## config.mk

```make
export PLATFORM = sky130hd
export DESIGN_NAME = vic_top
export DESIGN_NICKNAME = d
export VERILOG_FILES = /design/src/design/vic_pkg.sv /design/src/design/vic_top.sv
export SDC_FILE = /design/constraint.sdc
export NUM_CORES = 1
export LEC_CHECK = 0
export BUFFER_PORTS_ARGS = -buffer_cell sky130_fd_sc_hd__buf_4
export CAP_MARGIN = 0
export CORE_UTILIZATION = 50
export DETAILED_ROUTE_END_ITERATION = 10
export PLACE_DENSITY = 0.7
export SYNTH_ARGS = -nofsm -noshare
export SYNTH_HDL_FRONTEND = slang
export SYNTH_SLANG_ARGS = --single-unit
```

## constraint.sdc

```tcl
create_clock -name mclk -period 60.2 [get_ports mclk]
set_input_delay 3.01 -clock mclk [delete_from_list [all_inputs] [get_ports mclk]]
set_output_delay 3.01 -clock mclk [all_outputs]
set_load 0.02 [all_outputs]
```

## src/design/vic_pkg.sv

```systemverilog
package vic_pkg;
  // ---------------------------------------------
  // Sizes
  // ---------------------------------------------
  localparam int NUM_SRC = 30;
  localparam int NUM_TRAP = 4;
  localparam int DATA_W = 16;
  localparam int PC_W = 24;
  localparam int LVL_W = 4;
  localparam int PRIO_W = 3;
  localparam int NUM_FLAG_REGS = 3;
  localparam int NUM_PRIO_REGS = 12;
  localparam int TDIS_W = 14;
  // ---------------------------------------------
  // Register byte offsets
  // ---------------------------------------------
  localparam logic [7:0] OFF_FLAGS = 8'h00;
  localparam logic [7:0] OFF_ENABLES = 8'h0C;
  localparam logic [7:0] OFF_PRIO = 8'h20;
  localparam logic [7:0] OFF_CTRL_A = 8'h50;
  localparam logic [7:0] OFF_CTRL_B = 8'h54;
  localparam logic [7:0] OFF_CORE_CTRL = 8'h58;
  localparam logic [7:0] OFF_STATUS = 8'h5C;
  localparam logic [7:0] OFF_TDIS = 8'h60;
  localparam logic [7:0] PRIO_SPAN = 8'h30;
  // ---------------------------------------------
  // Field positions and masks
  // ---------------------------------------------
  localparam int NEST_DIS_BIT = 15;
  localparam int ALT_SEL_BIT = 15;
  localparam int TDIS_ACT_BIT = 14;
  localparam int ADDR_ERR_TRAP = 1;
  localparam int LVL_HI_BIT = 3;
  localparam int STATUS_LVL_LSB = 5;
  localparam logic [15:0] PRIO_MASK = 16'h7777;
  localparam logic [15:0] PRIO_LAST_MASK = 16'h0077;
  localparam logic [15:0] CTRL_A_MASK = 16'h800F;
  localparam logic [15:0] CTRL_B_MASK = 16'h8007;
  // ---------------------------------------------
  // Reset values
  // ---------------------------------------------
  localparam logic [15:0] REG_RESET = 16'h0000;
  localparam logic [3:0] LVL_RESET = 4'h0;
  // ---------------------------------------------
  // Vector space and levels
  // ---------------------------------------------
  localparam logic [23:0] VEC_BASE_PRI = 24'h000004;
  localparam logic [23:0] VEC_BASE_ALT = 24'h000084;
  localparam logic [23:0] VEC_SPACE_LO = 24'h000004;
  localparam logic [23:0] VEC_SPACE_HI = 24'h0000FE;
  localparam logic [5:0] SRC_VEC_OFS = 6'h08;
  localparam logic [5:0] TRAP_VEC_OFS = 6'h01;
  localparam logic [2:0] TDIS_MAX_LVL = 3'h6;
  localparam logic [3:0] TRAP_LVL_TOP = 4'hF;
endpackage

```

## src/design/vic_top.sv

```systemverilog
module vic_top (
  // Clock and reset
  input wire logic mclk,
  input wire logic reset,
  // Wishbone slave
  input wire logic wb_cyc_i,
  input wire logic wb_stb_i,
  input wire logic wb_we_i,
  input wire logic [7:0] wb_adr_i,
  input wire logic [3:0] wb_sel_i,
  input wire logic [31:0] wb_dat_i,
  output logic [31:0] wb_dat_o,
  output logic wb_ack_o,
  // Event sources
  input wire logic [29:0] irq_src,
  input wire logic [3:0] trap_src,
  // Core request side
  output logic irq_req,
  output logic [5:0] irq_vec_num,
  output logic [23:0] irq_vec_addr,
  input wire logic irq_ack,
  input wire logic irq_return,
  input wire logic [3:0] restore_level,
  input wire logic instr_retire,
  // Program counter selector
  input wire logic [23:0] seq_pc,
  input wire logic vec_word_valid,
  input wire logic [23:0] vec_word,
  output logic [23:0] pc_next,
  output logic pc_load,
  // Address checks
  input wire logic fetch_valid,
  input wire logic [23:0] fetch_addr,
  input wire logic jump_valid,
  input wire logic [23:0] jump_addr,
  // External trigger config
  output logic [2:0] ext_edge_polarity
);

  // ---------------------------------------------
  // Helpers
  // ---------------------------------------------
  // Address inside protected vector space
  function automatic logic in_vec_space(
    input logic [23:0] a);
    in_vec_space = (a >= vic_pkg::VEC_SPACE_LO)
      && (a <= vic_pkg::VEC_SPACE_HI);
  endfunction

  // Byte lane merge of a 16-bit register
  function automatic logic [15:0] merge16(
    input logic [15:0] old,
    input logic [15:0] nw,
    input logic [1:0] sel);
    merge16 = {sel[1] ? nw[15:8] : old[15:8],
      sel[0] ? nw[7:0] : old[7:0]};
  endfunction

  // ---------------------------------------------
  // State
  // ---------------------------------------------
  logic [47:0] flag_bits; // Request flags
  logic [47:0] en_bits; // Enables
  logic [15:0] prio_reg [0:11]; // Priority nibbles
  logic [3:0] cpu_level; // Current level
  logic nest_dis; // Nesting disable
  logic [3:0] trap_flags; // Trap status
  logic alt_sel; // Alternate table select
  logic [13:0] tdis_count; // Timed disable left
  logic in_service; // Handler active
  logic req_trap; // Presented is a trap
  logic [4:0] req_idx; // Presented index
  logic [3:0] req_lvl; // Presented level

  // ---------------------------------------------
  // Bus decode
  // ---------------------------------------------
  wire bus_req = wb_cyc_i && wb_stb_i;
  // Write lands on the edge the master sees ack
  wire wr_fire = bus_req && wb_we_i && wb_ack_o;
  wire [15:0] wdat = wb_dat_i[15:0];
  wire [1:0] wsel = wb_sel_i[1:0];
  wire [7:0] prio_ofs = wb_adr_i - vic_pkg::OFF_PRIO;
  wire prio_hit = (wb_adr_i >= vic_pkg::OFF_PRIO)
    && (prio_ofs < vic_pkg::PRIO_SPAN)
    && (wb_adr_i[1:0] == 2'b00);
  wire [3:0] prio_idx = prio_ofs[5:2];
  wire [7:0] flag_ofs = wb_adr_i - vic_pkg::OFF_FLAGS;
  wire [7:0] en_ofs = wb_adr_i - vic_pkg::OFF_ENABLES;
  wire flag_hit = (flag_ofs < 8'h0C)
    && (wb_adr_i[1:0] == 2'b00);
  wire en_hit = (wb_adr_i >= vic_pkg::OFF_ENABLES)
    && (en_ofs < 8'h0C) && (wb_adr_i[1:0] == 2'b00);
  wire [1:0] flag_idx = flag_ofs[3:2];
  wire [1:0] en_idx = en_ofs[3:2];
  wire wr_ctrl_a = wr_fire
    && (wb_adr_i == vic_pkg::OFF_CTRL_A);
  wire wr_ctrl_b = wr_fire
    && (wb_adr_i == vic_pkg::OFF_CTRL_B);
  wire wr_core = wr_fire
    && (wb_adr_i == vic_pkg::OFF_CORE_CTRL);
  wire wr_status = wr_fire
    && (wb_adr_i == vic_pkg::OFF_STATUS);
  wire wr_tdis = wr_fire
    && (wb_adr_i == vic_pkg::OFF_TDIS);

  // ---------------------------------------------
  // Eligibility
  // ---------------------------------------------
  wire tdis_active = (tdis_count != 14'h0000);
  // Nested source take refused while a handler runs with nesting disabled
  wire nest_block = nest_dis && in_service;
  logic [2:0] src_lvl [0:29];
  logic [29:0] elig;
  logic [3:0] trap_elig;

  genvar gs;
  generate
    for (gs = 0; gs < vic_pkg::NUM_SRC; gs++)
    begin : g_src
      // Low three bits of the source nibble
      assign src_lvl[gs] =
        prio_reg[gs / 4][(gs % 4) * 4 +: 3];
      // Flag, enable, nonzero level above CPU
      assign elig[gs] = flag_bits[gs]
        && en_bits[gs]
        && (src_lvl[gs] != 3'h0)
        && ({1'b0, src_lvl[gs]} > cpu_level)
        && !nest_block
        && !(tdis_active
          && (src_lvl[gs] <= vic_pkg::TDIS_MAX_LVL));
    end
    for (gs = 0; gs < vic_pkg::NUM_TRAP; gs++)
    begin : g_trap
      // Traps sit above all maskable levels
      assign trap_elig[gs] = trap_flags[gs]
        && ((vic_pkg::TRAP_LVL_TOP - 4'(gs)) > cpu_level);
    end
  endgenerate

  // ---------------------------------------------
  // Arbiter
  // ---------------------------------------------
  logic win_valid;
  logic win_trap;
  logic [4:0] win_idx;
  logic [3:0] win_lvl;

  // Downward scan, ties keep the lower index
  always_comb
  begin
    win_valid = 1'b0;
    win_trap = 1'b0;
    win_idx = 5'h00;
    win_lvl = 4'h0;
    for (int s = vic_pkg::NUM_SRC - 1; s >= 0; s--)
    begin
      if (elig[s] && (!win_valid
        || ({1'b0, src_lvl[s]} >= win_lvl)))
      begin
        win_valid = 1'b1;
        win_idx = 5'(s);
        win_lvl = {1'b0, src_lvl[s]};
      end
    end
    // Traps override any maskable source
    for (int t = vic_pkg::NUM_TRAP - 1; t >= 0; t--)
    begin
      if (trap_elig[t])
      begin
        win_valid = 1'b1;
        win_trap = 1'b1;
        win_idx = 5'(t);
        win_lvl = vic_pkg::TRAP_LVL_TOP - 4'(t);
      end
    end
  end

  // ---------------------------------------------
  // Vector selection
  // ---------------------------------------------
  wire [5:0] win_vec = win_trap
    ? (vic_pkg::TRAP_VEC_OFS + 6'(win_idx))
    : (vic_pkg::SRC_VEC_OFS + 6'(win_idx));
  // Both tables live in the low vector space
  wire [23:0] vec_base = alt_sel
    ? vic_pkg::VEC_BASE_ALT
    : vic_pkg::VEC_BASE_PRI;
  wire [23:0] win_addr = vec_base
    + {17'h00000, win_vec, 1'b0};
  // Counter input selector
  wire [23:0] pc_sel = vec_word_valid
    ? vec_word : seq_pc;
  wire next_irq_req = win_valid && !irq_ack;

  // ---------------------------------------------
  // Address error detection
  // ---------------------------------------------
  wire fetch_err = fetch_valid
    && in_vec_space(fetch_addr);
  wire jump_err = jump_valid
    && in_vec_space(jump_addr);
  logic [3:0] trap_set;
  always_comb
  begin
    trap_set = trap_src;
    trap_set[vic_pkg::ADDR_ERR_TRAP] =
      trap_src[vic_pkg::ADDR_ERR_TRAP]
      || fetch_err || jump_err;
  end

  // ---------------------------------------------
  // Flags and enables
  // ---------------------------------------------
  logic [47:0] flag_wr;
  logic [47:0] en_wr;
  always_comb
  begin
    flag_wr = flag_bits;
    en_wr = en_bits;
    if (wr_fire && flag_hit)
      flag_wr[flag_idx * 16 +: 16] = merge16(
        flag_bits[flag_idx * 16 +: 16], wdat, wsel);
    if (wr_fire && en_hit)
      en_wr[en_idx * 16 +: 16] = merge16(
        en_bits[en_idx * 16 +: 16], wdat, wsel);
  end

  // A source event beats a same-cycle clear
  always_ff @(posedge mclk)
  begin
    if (reset)
      flag_bits <= {3{vic_pkg::REG_RESET}};
    else
      flag_bits <= flag_wr
        | {18'h00000, irq_src};
  end

  // Enables are software only
  always_ff @(posedge mclk)
  begin
    if (reset)
      en_bits <= {3{vic_pkg::REG_RESET}};
    else
      en_bits <= en_wr;
  end

  // ---------------------------------------------
  // Priority registers
  // ---------------------------------------------
  // Unimplemented nibble tops stay zero
  always_ff @(posedge mclk)
  begin
    if (reset)
    begin
      for (int k = 0; k < vic_pkg::NUM_PRIO_REGS; k++)
        prio_reg[k] <= vic_pkg::REG_RESET;
    end
    else if (wr_fire && prio_hit)
      prio_reg[prio_idx] <= merge16(
        prio_reg[prio_idx], wdat, wsel)
        & ((prio_idx == 4'hB)
          ? vic_pkg::PRIO_LAST_MASK
          : vic_pkg::PRIO_MASK);
  end

  // ---------------------------------------------
  // Control registers
  // ---------------------------------------------
  wire [15:0] ctrl_a_wr = merge16({nest_dis,
    11'h000, trap_flags}, wdat, wsel);
  wire [15:0] ctrl_b_wr = merge16({alt_sel,
    12'h000, ext_edge_polarity}, wdat, wsel);

  // Trap status: hardware set wins over clear
  always_ff @(posedge mclk)
  begin
    if (reset)
    begin
      nest_dis <= 1'b0;
      trap_flags <= 4'h0;
    end
    else
    begin
      if (wr_ctrl_a)
        nest_dis <= ctrl_a_wr[vic_pkg::NEST_DIS_BIT];
      trap_flags <= (wr_ctrl_a ? ctrl_a_wr[3:0]
        : trap_flags) | trap_set;
    end
  end

  // Table select and external trigger config
  always_ff @(posedge mclk)
  begin
    if (reset)
    begin
      alt_sel <= 1'b0;
      ext_edge_polarity <= 3'h0;
    end
    else if (wr_ctrl_b)
    begin
      alt_sel <= ctrl_b_wr[vic_pkg::ALT_SEL_BIT];
      ext_edge_polarity <= ctrl_b_wr[2:0];
    end
  end

  // Timed disable counts retired instructions
  always_ff @(posedge mclk)
  begin
    if (reset)
      tdis_count <= 14'h0000;
    else if (wr_tdis)
      tdis_count <= wdat[13:0];
    else if (instr_retire && tdis_active)
      tdis_count <= tdis_count - 14'h0001;
  end

  // ---------------------------------------------
  // CPU level and service state
  // ---------------------------------------------
  // Merged core control word, level bit 3 read back out of it
  wire [15:0] core_wr = merge16({12'h000, cpu_level[3], 3'h0},
    wdat, wsel);
  wire [3:0] lvl_from_core = {core_wr[vic_pkg::LVL_HI_BIT],
    cpu_level[2:0]};
  wire [15:0] st_wr = merge16({8'h00, cpu_level[2:0],
    5'h00}, wdat, wsel);
  wire [3:0] lvl_from_st = {cpu_level[3],
    st_wr[vic_pkg::STATUS_LVL_LSB +: 3]};

  // Core events first, then software writes
  always_ff @(posedge mclk)
  begin
    if (reset)
      cpu_level <= vic_pkg::LVL_RESET;
    else if (irq_ack)
      cpu_level <= req_lvl;
    else if (irq_return)
      cpu_level <= restore_level;
    else if (nest_dis)
      cpu_level <= cpu_level;
    else if (wr_core)
      cpu_level <= lvl_from_core;
    else if (wr_status)
      cpu_level <= lvl_from_st;
  end

  // One level of service tracking
  always_ff @(posedge mclk)
  begin
    if (reset)
      in_service <= 1'b0;
    else if (irq_ack)
      in_service <= 1'b1;
    else if (irq_return)
      in_service <= 1'b0;
  end

  // ---------------------------------------------
  // Core outputs
  // ---------------------------------------------
  // Request drops for a cycle after each take
  always_ff @(posedge mclk)
  begin
    if (reset)
    begin
      irq_req <= 1'b0;
      irq_vec_num <= 6'h00;
      irq_vec_addr <= vic_pkg::VEC_BASE_PRI;
      req_trap <= 1'b0;
      req_idx <= 5'h00;
      req_lvl <= 4'h0;
    end
    else
    begin
      irq_req <= next_irq_req;
      irq_vec_num <= win_vec;
      irq_vec_addr <= win_addr;
      req_trap <= win_trap;
      req_idx <= win_idx;
      req_lvl <= win_lvl;
    end
  end

  // Counter selector output stage
  always_ff @(posedge mclk)
  begin
    if (reset)
    begin
      pc_next <= 24'h000000;
      pc_load <= 1'b0;
    end
    else
    begin
      pc_next <= pc_sel;
      pc_load <= vec_word_valid;
    end
  end

  // ---------------------------------------------
  // Read mux
  // ---------------------------------------------
  logic [15:0] rd_word;
  always_comb
  begin
    rd_word = 16'h0000;
    if (flag_hit)
      rd_word = flag_bits[flag_idx * 16 +: 16];
    else if (en_hit)
      rd_word = en_bits[en_idx * 16 +: 16];
    else if (prio_hit)
      rd_word = prio_reg[prio_idx];
    else
      case (wb_adr_i)
        vic_pkg::OFF_CTRL_A:
          rd_word = {nest_dis, 11'h000, trap_flags};
        vic_pkg::OFF_CTRL_B:
          rd_word = {alt_sel, tdis_active,
            11'h000, ext_edge_polarity};
        vic_pkg::OFF_CORE_CTRL:
          rd_word = {12'h000, cpu_level[3], 3'h0};
        vic_pkg::OFF_STATUS:
          rd_word = {8'h00, cpu_level[2:0], 5'h00};
        vic_pkg::OFF_TDIS:
          rd_word = {2'b00, tdis_count};
        // Unmapped reads return zero
        default:
          rd_word = 16'h0000;
      endcase
  end

  // ---------------------------------------------
  // Bus answer
  // ---------------------------------------------
  // One wait state, ack lasts a single cycle
  always_ff @(posedge mclk)
  begin
    if (reset)
    begin
      wb_ack_o <= 1'b0;
      wb_dat_o <= 32'h00000000;
    end
    else
    begin
      wb_ack_o <= bus_req && !wb_ack_o;
      wb_dat_o <= {16'h0000, rd_word};
    end
  end
endmodule

```

==> results by group, run 1 <==
Routing
  – Vias post-DR: approximately 22000
  – DRT iter0 DRCs: between 2000 and 3000
  – Routed Antenna Nets: 0
  – Drc violations: 0
  – Total Wirelength: slightly below 90000 um
  – Vias per cell: between 6 and 7
  – Routed len/inst: 25.6 um
  – DRT Pass-1 Iters: 6

Timing
  – Min Tclk post-route: between 40 and 50 ns
  – Skew final: approximately 0.038 ns
  – Post-route clock period utilization: between 80% and 90%
  – Final setup violating endpoints: 0
  – Hold Vio Cnt, Final: 0
  – Rel. slew slack: 14.6%
  – Worst slew pin tran: 1.27 ns
  – Final Max Slew Viols: 0
  – RSZ-0062 raised after global routing: no
  – FMAX: 0.0200 GHz
  – Total negative slack: 0 ns

Clock tree
  – Post_cts resized: 0
  – Clock slew at reported path FFs: 0.06 ns
  – Hold Buf Count CTS: 0
  – CTS tree: done
  – Clk sinks: approximately 380
  – Clk Latency, worst-skew pair: between 0.6 and 0.7 ns
  – Root buffer cell: clkbuf_16
  – Inserted Clock Buffers: 42
  – Post-CTS Setup Inserts: 0
  – H-tree depth: 2
  – Clock Path Buffers: 3

Finish
  – Final instance area: approximately 0.028 sq mm
  – Final net count: ~3200
  – Synth-to-layout area growth: 15.3%
  – Most frequent cells in the layout: nor2_1 (398), buf_4 (265), edfxtp_1 (192)
  – Share of cells above drive strength 1: 15.8%
  – Fillers: roughly 4200
  – Commonest non-fill, non-tap cell in the layout: nor2_1
  – Max reg flops: about 190

Logic synthesis
  – Post-synth top flop: edfxtp_1
  – Area contributors post-synth: edfxtp_1 (24%), dfxtp_1 (15%), ha_1 (9.7%)
  – Synth Area in Adders: 9.73%
  – Syn avg cell area: roughly 9.4 sq um
  – Unique masters post-synth: 102
  – Post-synthesis simple-gate area fraction: a little under a fifth
  – Ys Warns: 0
  – Mapped Cells: 2593
  – EDFF count, synth: approximately 190
  – Part of the Yosys area used for sequential elements: a little under 40%
  – Top cell type's share of synthesized area: 23.6%
  – Synth Area in XOR/XNOR: less than 1%
  – Complex-gate fraction of the synthesized area: between 10% and 20%
  – Yosys reg bits: between 300 and 400
  – Main combinational cell family by area after synthesis: compound AO/OA/AOI/OAI gates
  – Post-Syn Area: roughly 0.024 sq mm
  – Leading area contributor after synthesis: edfxtp_1
  – Mux cell area share after synthesis: around 9%
  – Ys async rst share: 0%

Die
  – Die Footprint: ~0.05 sq mm
  – Initial core utilization: about half
  – Num ports: 281
  – Core ar.: 0.0479 sq mm
  – Chip Height: about 220 um
  – Cell row count: 80
  – DIE WIDTH: around 220 um

Setup path
  – WP buf/inv: 8
  – Slowest cell on the critical path: nor3_1
  – WS Path Type: register to register
  – Crit path capture type: register
  – Worst setup SP type: register
  – Worst path top cell family by delay: compound AO/OA/AOI/OAI gates
  – CP peak stage delay: around 0.71 ns
  – Crit path DAT: between 50 and 60 ns
  – CP required: 60.65 ns
  – CP Max Fanout: 16

Place
  – Port Buffer Count: 230
  – Routability cong.: between 0.9 and 1
  – Post-DP HPWL: approximately 65000 um
  – Post-Place Cell Area: around 0.027 sq mm

Status
  – Status: complete, no violations

Global routing
  – First-pass GRT wire length: between 100000 and 150000 um
  – Global route overflow: 0
  – Total global routing track utilization: roughly a third
  – Largest net degree at the start of global routing: 110
  – Vias in the first global route: between 20000 and 25000
  – Antenna violations before repair: 5

Power and ir drop
  – PwrDens: 25.4 mW/mm^2
  – Leakage power: 0.0114 uW
  – Worst vdd ir: 0.0000256 V

Flow run
  – Max-cap violations: 0

Hold path
  – Worst hold path type: register to register
## worst paths after layout
kind / start / endpoint / slack (ns) / cells past startpoint
worst max-delay path: cpu_level[2]$_SDFFE_PP0P_ / irq_vec_addr[6]$_SDFF_PP0_ / 10.30 / 229
worst min register to register: wb_ack_o$_SDFF_PP0_ / wb_ack_o$_SDFF_PP0_ / 0.46 / 1
worst min-delay path: wb_ack_o$_SDFF_PP0_ / wb_ack_o$_SDFF_PP0_ / 0.46 / 1
worst max register to register: cpu_level[2]$_SDFFE_PP0P_ / irq_vec_addr[6]$_SDFF_PP0_ / 10.30 / 229
## power by group
part	internal [uW]	total, uW	switching (uW)
Sequential	285	301	15.9
Clock	159	274	115
Combinational	52.7	142	89.4
Total	497	717	220
## cell type report
cell class | count | area [sq um] | area share (%)
well taps | 615 | 769 | 2.73
clock inverters | 25 | 320 | 1.14
diodes | 2 | 5.00 | 0.0178
repair buffers | 266 | 2000 | 7.10
inverters | 102 | 383 | 1.36
multi-input cells | 2025 | 14100 | 50.1
flip-flops and latches | 376 | 9450 | 33.5
clock buffers | 53 | 1140 | 4.06
## Yosys cell counts (all sizes together), types with 12 or more instances
cell type  count
nand2b        68
nand3         55
a31oi         29
a21boi        13
o21ai        103
inv          102
a211oi        27
nand4         15
clkbuf       122
a311oi        13
dfxtp        184
nand2        158
a21o          50
o311ai        19
nor2         399
buf           53
nor4          25
nor2b         38
mux4          60
mux2i         77
and2          15
o21a          40
xnor2         12
o31ai         16
and3          24
nor3          84
a22oi         32
ha           190
a221oi        55
a21oi        141
o221ai        12
or4           14
edfxtp       192
## layer usage
| metal | GRT usage [%] | vias up | wire length [um] |
|---|---|---|---|
| li1 | - | 10015 | - |
| met4 | 18.9 | 6 | 4980 |
| met5 | 0 | - | 34 |
| met2 | 55.8 | 1236 | 39700 |
| met3 | 6.06 | 236 | 8650 |
| met1 | 46.2 | 10781 | 35200 |
## cells by family after synthesis
group | count (synthesis)
and+or+nand+nor | 939
AOI/OAI and AO/OA | 644
DFF | 376
buffers and inverters | 277
adders and majority gates | 190
muxes | 147
xor gates and xnor gates | 19
other | 1
## through the flow
stage	hold slack [ns]	instances	power, uW	setup slack, ns	utilization [%]
after floorplan	0.446	2678	391	17.74	-
after global placement	0.440	3384	440	11.29	55.7
after detailed placement	0.451	3384	443	11.18	55.7
after CTS	0.461	3462	715	10.96	58.8
after global routing	0.489	3463	739	6.62	58.8
final	0.459	3464	717	10.30	58.8
No activity file was read; power rests on OpenSTA's default activity.
==> inputs of run 2 (changes only) <==
- ABC_AREA: default -> 1
- clock period: 60.2 -> 49.7 ns (I/O delays scaled with it)
==> run 2 against run 1 <==
Utilization is 0.29 points lower. Global-route usage is 1.3 points lower. Non-clock buffer count is 7 lower. Sequential power is 18% higher. Total power is 18% higher. Synthesized cell count is 26% higher. Die area is 0.14% lower. Clock skew is 0.012 ns lower. Synthesized area is 0.14% lower. Sequential cell count stayed put. Cell area is 0.49% lower. Largest power group unchanged. Highest routed layer unchanged.
==> results by group, run 2 <==
Die
  – Chip Height: about 220 um
  – Die Footprint: approximately 0.050 sq mm
  – Cell row count: 80
  – Initial core utilization: 50.9%
  – Core ar.: around 0.048 sq mm
  – DIE WIDTH: 223 um
  – Num ports: roughly 280

Flow run
  – Max-cap violations: 0

Timing
  – Min Tclk post-route: between 30 and 40 ns
  – Worst slew pin tran: roughly 1.1 ns
  – Total negative slack: 0 ns
  – Post-route clock period utilization: between 70% and 80%
  – Rel. slew slack: between 20% and 30%
  – FMAX: ~0.027 GHz
  – Final Max Slew Viols: 0
  – Final setup violating endpoints: 0
  – Skew final: ~0.025 ns
  – Hold Vio Cnt, Final: 0
  – RSZ-0062 raised after global routing: no

Logic synthesis
  – Ys async rst share: 0%
  – Area contributors post-synth: edfxtp_1 (24%), dfxtp_1 (15%), nand2_1 (10%)
  – Most instantiated library cell after synthesis: nand2_1
  – Top cell type's share of synthesized area: between 20% and 30%
  – Leading area contributor after synthesis: edfxtp_1
  – Part of the Yosys area used for sequential elements: between 30% and 40%
  – Post-synth top flop: edfxtp_1
  – Post-Syn Area: 0.0244 sq mm
  – Ys Warns: 0
  – Mapped Cells: between 3000 and 4000
  – Yosys reg bits: between 300 and 400
  – Syn avg cell area: 7.47 sq um
  – EDFF count, synth: 192
  – Unique masters post-synth: just under 70
  – Synth cell count leaders: nand2_1 (654), nor2_1 (452), inv_1 (331)

Clock tree
  – Clock Path Buffers: 3
  – H-tree depth: 2
  – CTS tree: done
  – Clk Latency, worst-skew pair: roughly 0.6 ns
  – Clock slew at reported path FFs: approximately 0.060 ns
  – Post-CTS Setup Inserts: 0
  – Root buffer cell: clkbuf_16
  – Hold Buf Count CTS: 0
  – Clk sinks: 376
  – Post_cts resized: 0
  – Inserted Clock Buffers: 42

Power and ir drop
  – Leakage power: between 0.01 and 0.015 uW
  – Worst vdd ir: ~0.000031 V
  – PwrDens: between 30 and 40 mW/mm^2
  – Overall Power: approximately 840 uW

Setup path
  – Crit. path cell count: ~270
  – Worst setup SP type: register
  – Crit path DAT: approximately 38 ns
  – WP buf/inv: 33
  – Slowest cell on the critical path: o31ai_2
  – Worst reg-to-reg path cell count: ~270
  – WS Path Type: register to register
  – Cell mode on critical path: nand2_1
  – Crit path capture type: register
  – CP peak stage delay: approximately 0.57 ns
  – Worst path top cell family by delay: simple AND/OR/NAND/NOR gates
  – CP Max Fanout: 18
  – CP required: approximately 50 ns

Place
  – Post-Place Cell Area: between 0.02 and 0.03 sq mm
  – Port Buffer Count: 230
  – Routability cong.: between 0.9 and 1
  – Post-DP HPWL: between 60000 and 70000 um

Routing
  – Total Wirelength: 86200 um
  – Vias per cell: a little under 6
  – DRT iter0 DRCs: between 3000 and 4000
  – Vias post-DR: ~24000
  – Routed len/inst: 20.9 um
  – Routed Antenna Nets: 0
  – DRT Pass-1 Iters: 6
  – Drc violations: 0

Hold path
  – Worst hold path type: register to register
  – Worst hold path stage count: 1

Global routing
  – Total global routing track utilization: ~34%
  – Vias in the first global route: approximately 23000
  – First-pass GRT wire length: ~130000 um
  – Antenna violations before repair: 2
  – Largest net degree at the start of global routing: 86
  – Global route overflow: 0

Finish
  – Synth-to-layout area growth: 14.9%
  – Commonest non-fill, non-tap cell in the layout: nand2_1
  – Share of cells above drive strength 1: 11.2%
  – Max reg flops: roughly 190
  – Final net count: approximately 3900
  – # diodes: 0
  – Most frequent cells in the layout: nand2_1 (654), nor2_1 (449), inv_1 (329)
  – Final instance area: 0.0280 sq mm
  – Fillers: about 4300

Status
  – Status: complete, no violations
## run 2: cell types whose count changed after synthesis, moves of 29 or more
| cell | delta |
|---|---|
| a21o_1 | -49 |
| a21oi_1 | +101 |
| a221oi_1 | -49 |
| a22oi_1 | -29 |
| inv_1 | +231 |
| mux2i_1 | -77 |
| mux4_2 | -60 |
| nand2_1 | +497 |
| nand2b_1 | -68 |
| nand3_1 | +98 |
| nor2_1 | +53 |
| nor2b_1 | -38 |
| nor3_1 | -34 |
| o21ai_0 | +138 |
## run 2: worst paths after layout
check	startpoint	endpoint	slack, ns
hold reg to reg	wb_ack_o$_SDFF_PP0_	wb_ack_o$_SDFF_PP0_	0.45
setup reg to reg	nest_dis$_SDFFE_PP0P_	irq_vec_addr[6]$_SDFF_PP0_	12.26
hold / removal	wb_ack_o$_SDFF_PP0_	wb_ack_o$_SDFF_PP0_	0.45
setup / recovery	nest_dis$_SDFFE_PP0P_	irq_vec_addr[6]$_SDFF_PP0_	12.26
## run 2: layout make-up
cell class              count  area (sq um)  share of cell area (%)
multi-input cells        2458         13200                    47.1
repair buffers            259          1940                    6.94
clock inverters            15           129                   0.460
inverters                 345          1290                    4.62
flip-flops and latches    376          9450                    33.7
clock buffers              61          1230                    4.40
well taps                 615           769                    2.74
## run 2: kinds of logic (layout without fill, tap and decap cells)
| kind of cell | Yosys count | in the layout | share of synthesized area [%] |
|---|---|---|---|
| DFF | 376 | 376 | 38.7 |
| and+or+nand+nor | 1463 | 1463 | 25.6 |
| adders and majority gates | 190 | 190 | 9.74 |
| xor gates and xnor gates | 13 | 13 | 0.467 |
| buffers and inverters | 517 | 680 | 8.49 |
| AOI/OAI and AO/OA | 706 | 706 | 17.0 |
| other | 1 | 86 | 0.0154 |
## run 2: per-layer routing
layer  part of all wire, %  up-vias  global-route usage (%)
met5                 0.030        -                       0
met4                   5.2        4                    17.0
met3                    12      270                    8.56
met2                    45     1408                    53.5
met1                    39    11421                    43.3
li1                      -    11385                       -
## run 2: worst reg2reg max path: cells and delay by family (launching register included)
kind	cells	cell delay, ns
adder cells (fa/ha/maj)	31	8.20
AO/OA/AOI/OAI	66	9.00
buffers and inverters	33	3.38
AND/OR/NAND/NOR	138	16.38
flip-flops	1	0.41
## run 2: per-stage QoR
step	util, %	instances	setup slack (ns)	hold slack, ns
finish	58.5	4129	12.26	0.446
global route	58.5	4129	8.01	0.473
global placement	55.6	4053	13.75	0.439
detailed placement	55.6	4053	12.75	0.438
CTS	58.5	4129	12.64	0.449
floorplan	-	3351	17.41	0.442
## run 2: power breakdown
group / internal (uW) / leakage, uW / switching, uW
combinational: 56.9 / 0.00865 / 122
sequential: 343 / 0.00346 / 12.8
clock: 178 / 0.000668 / 132
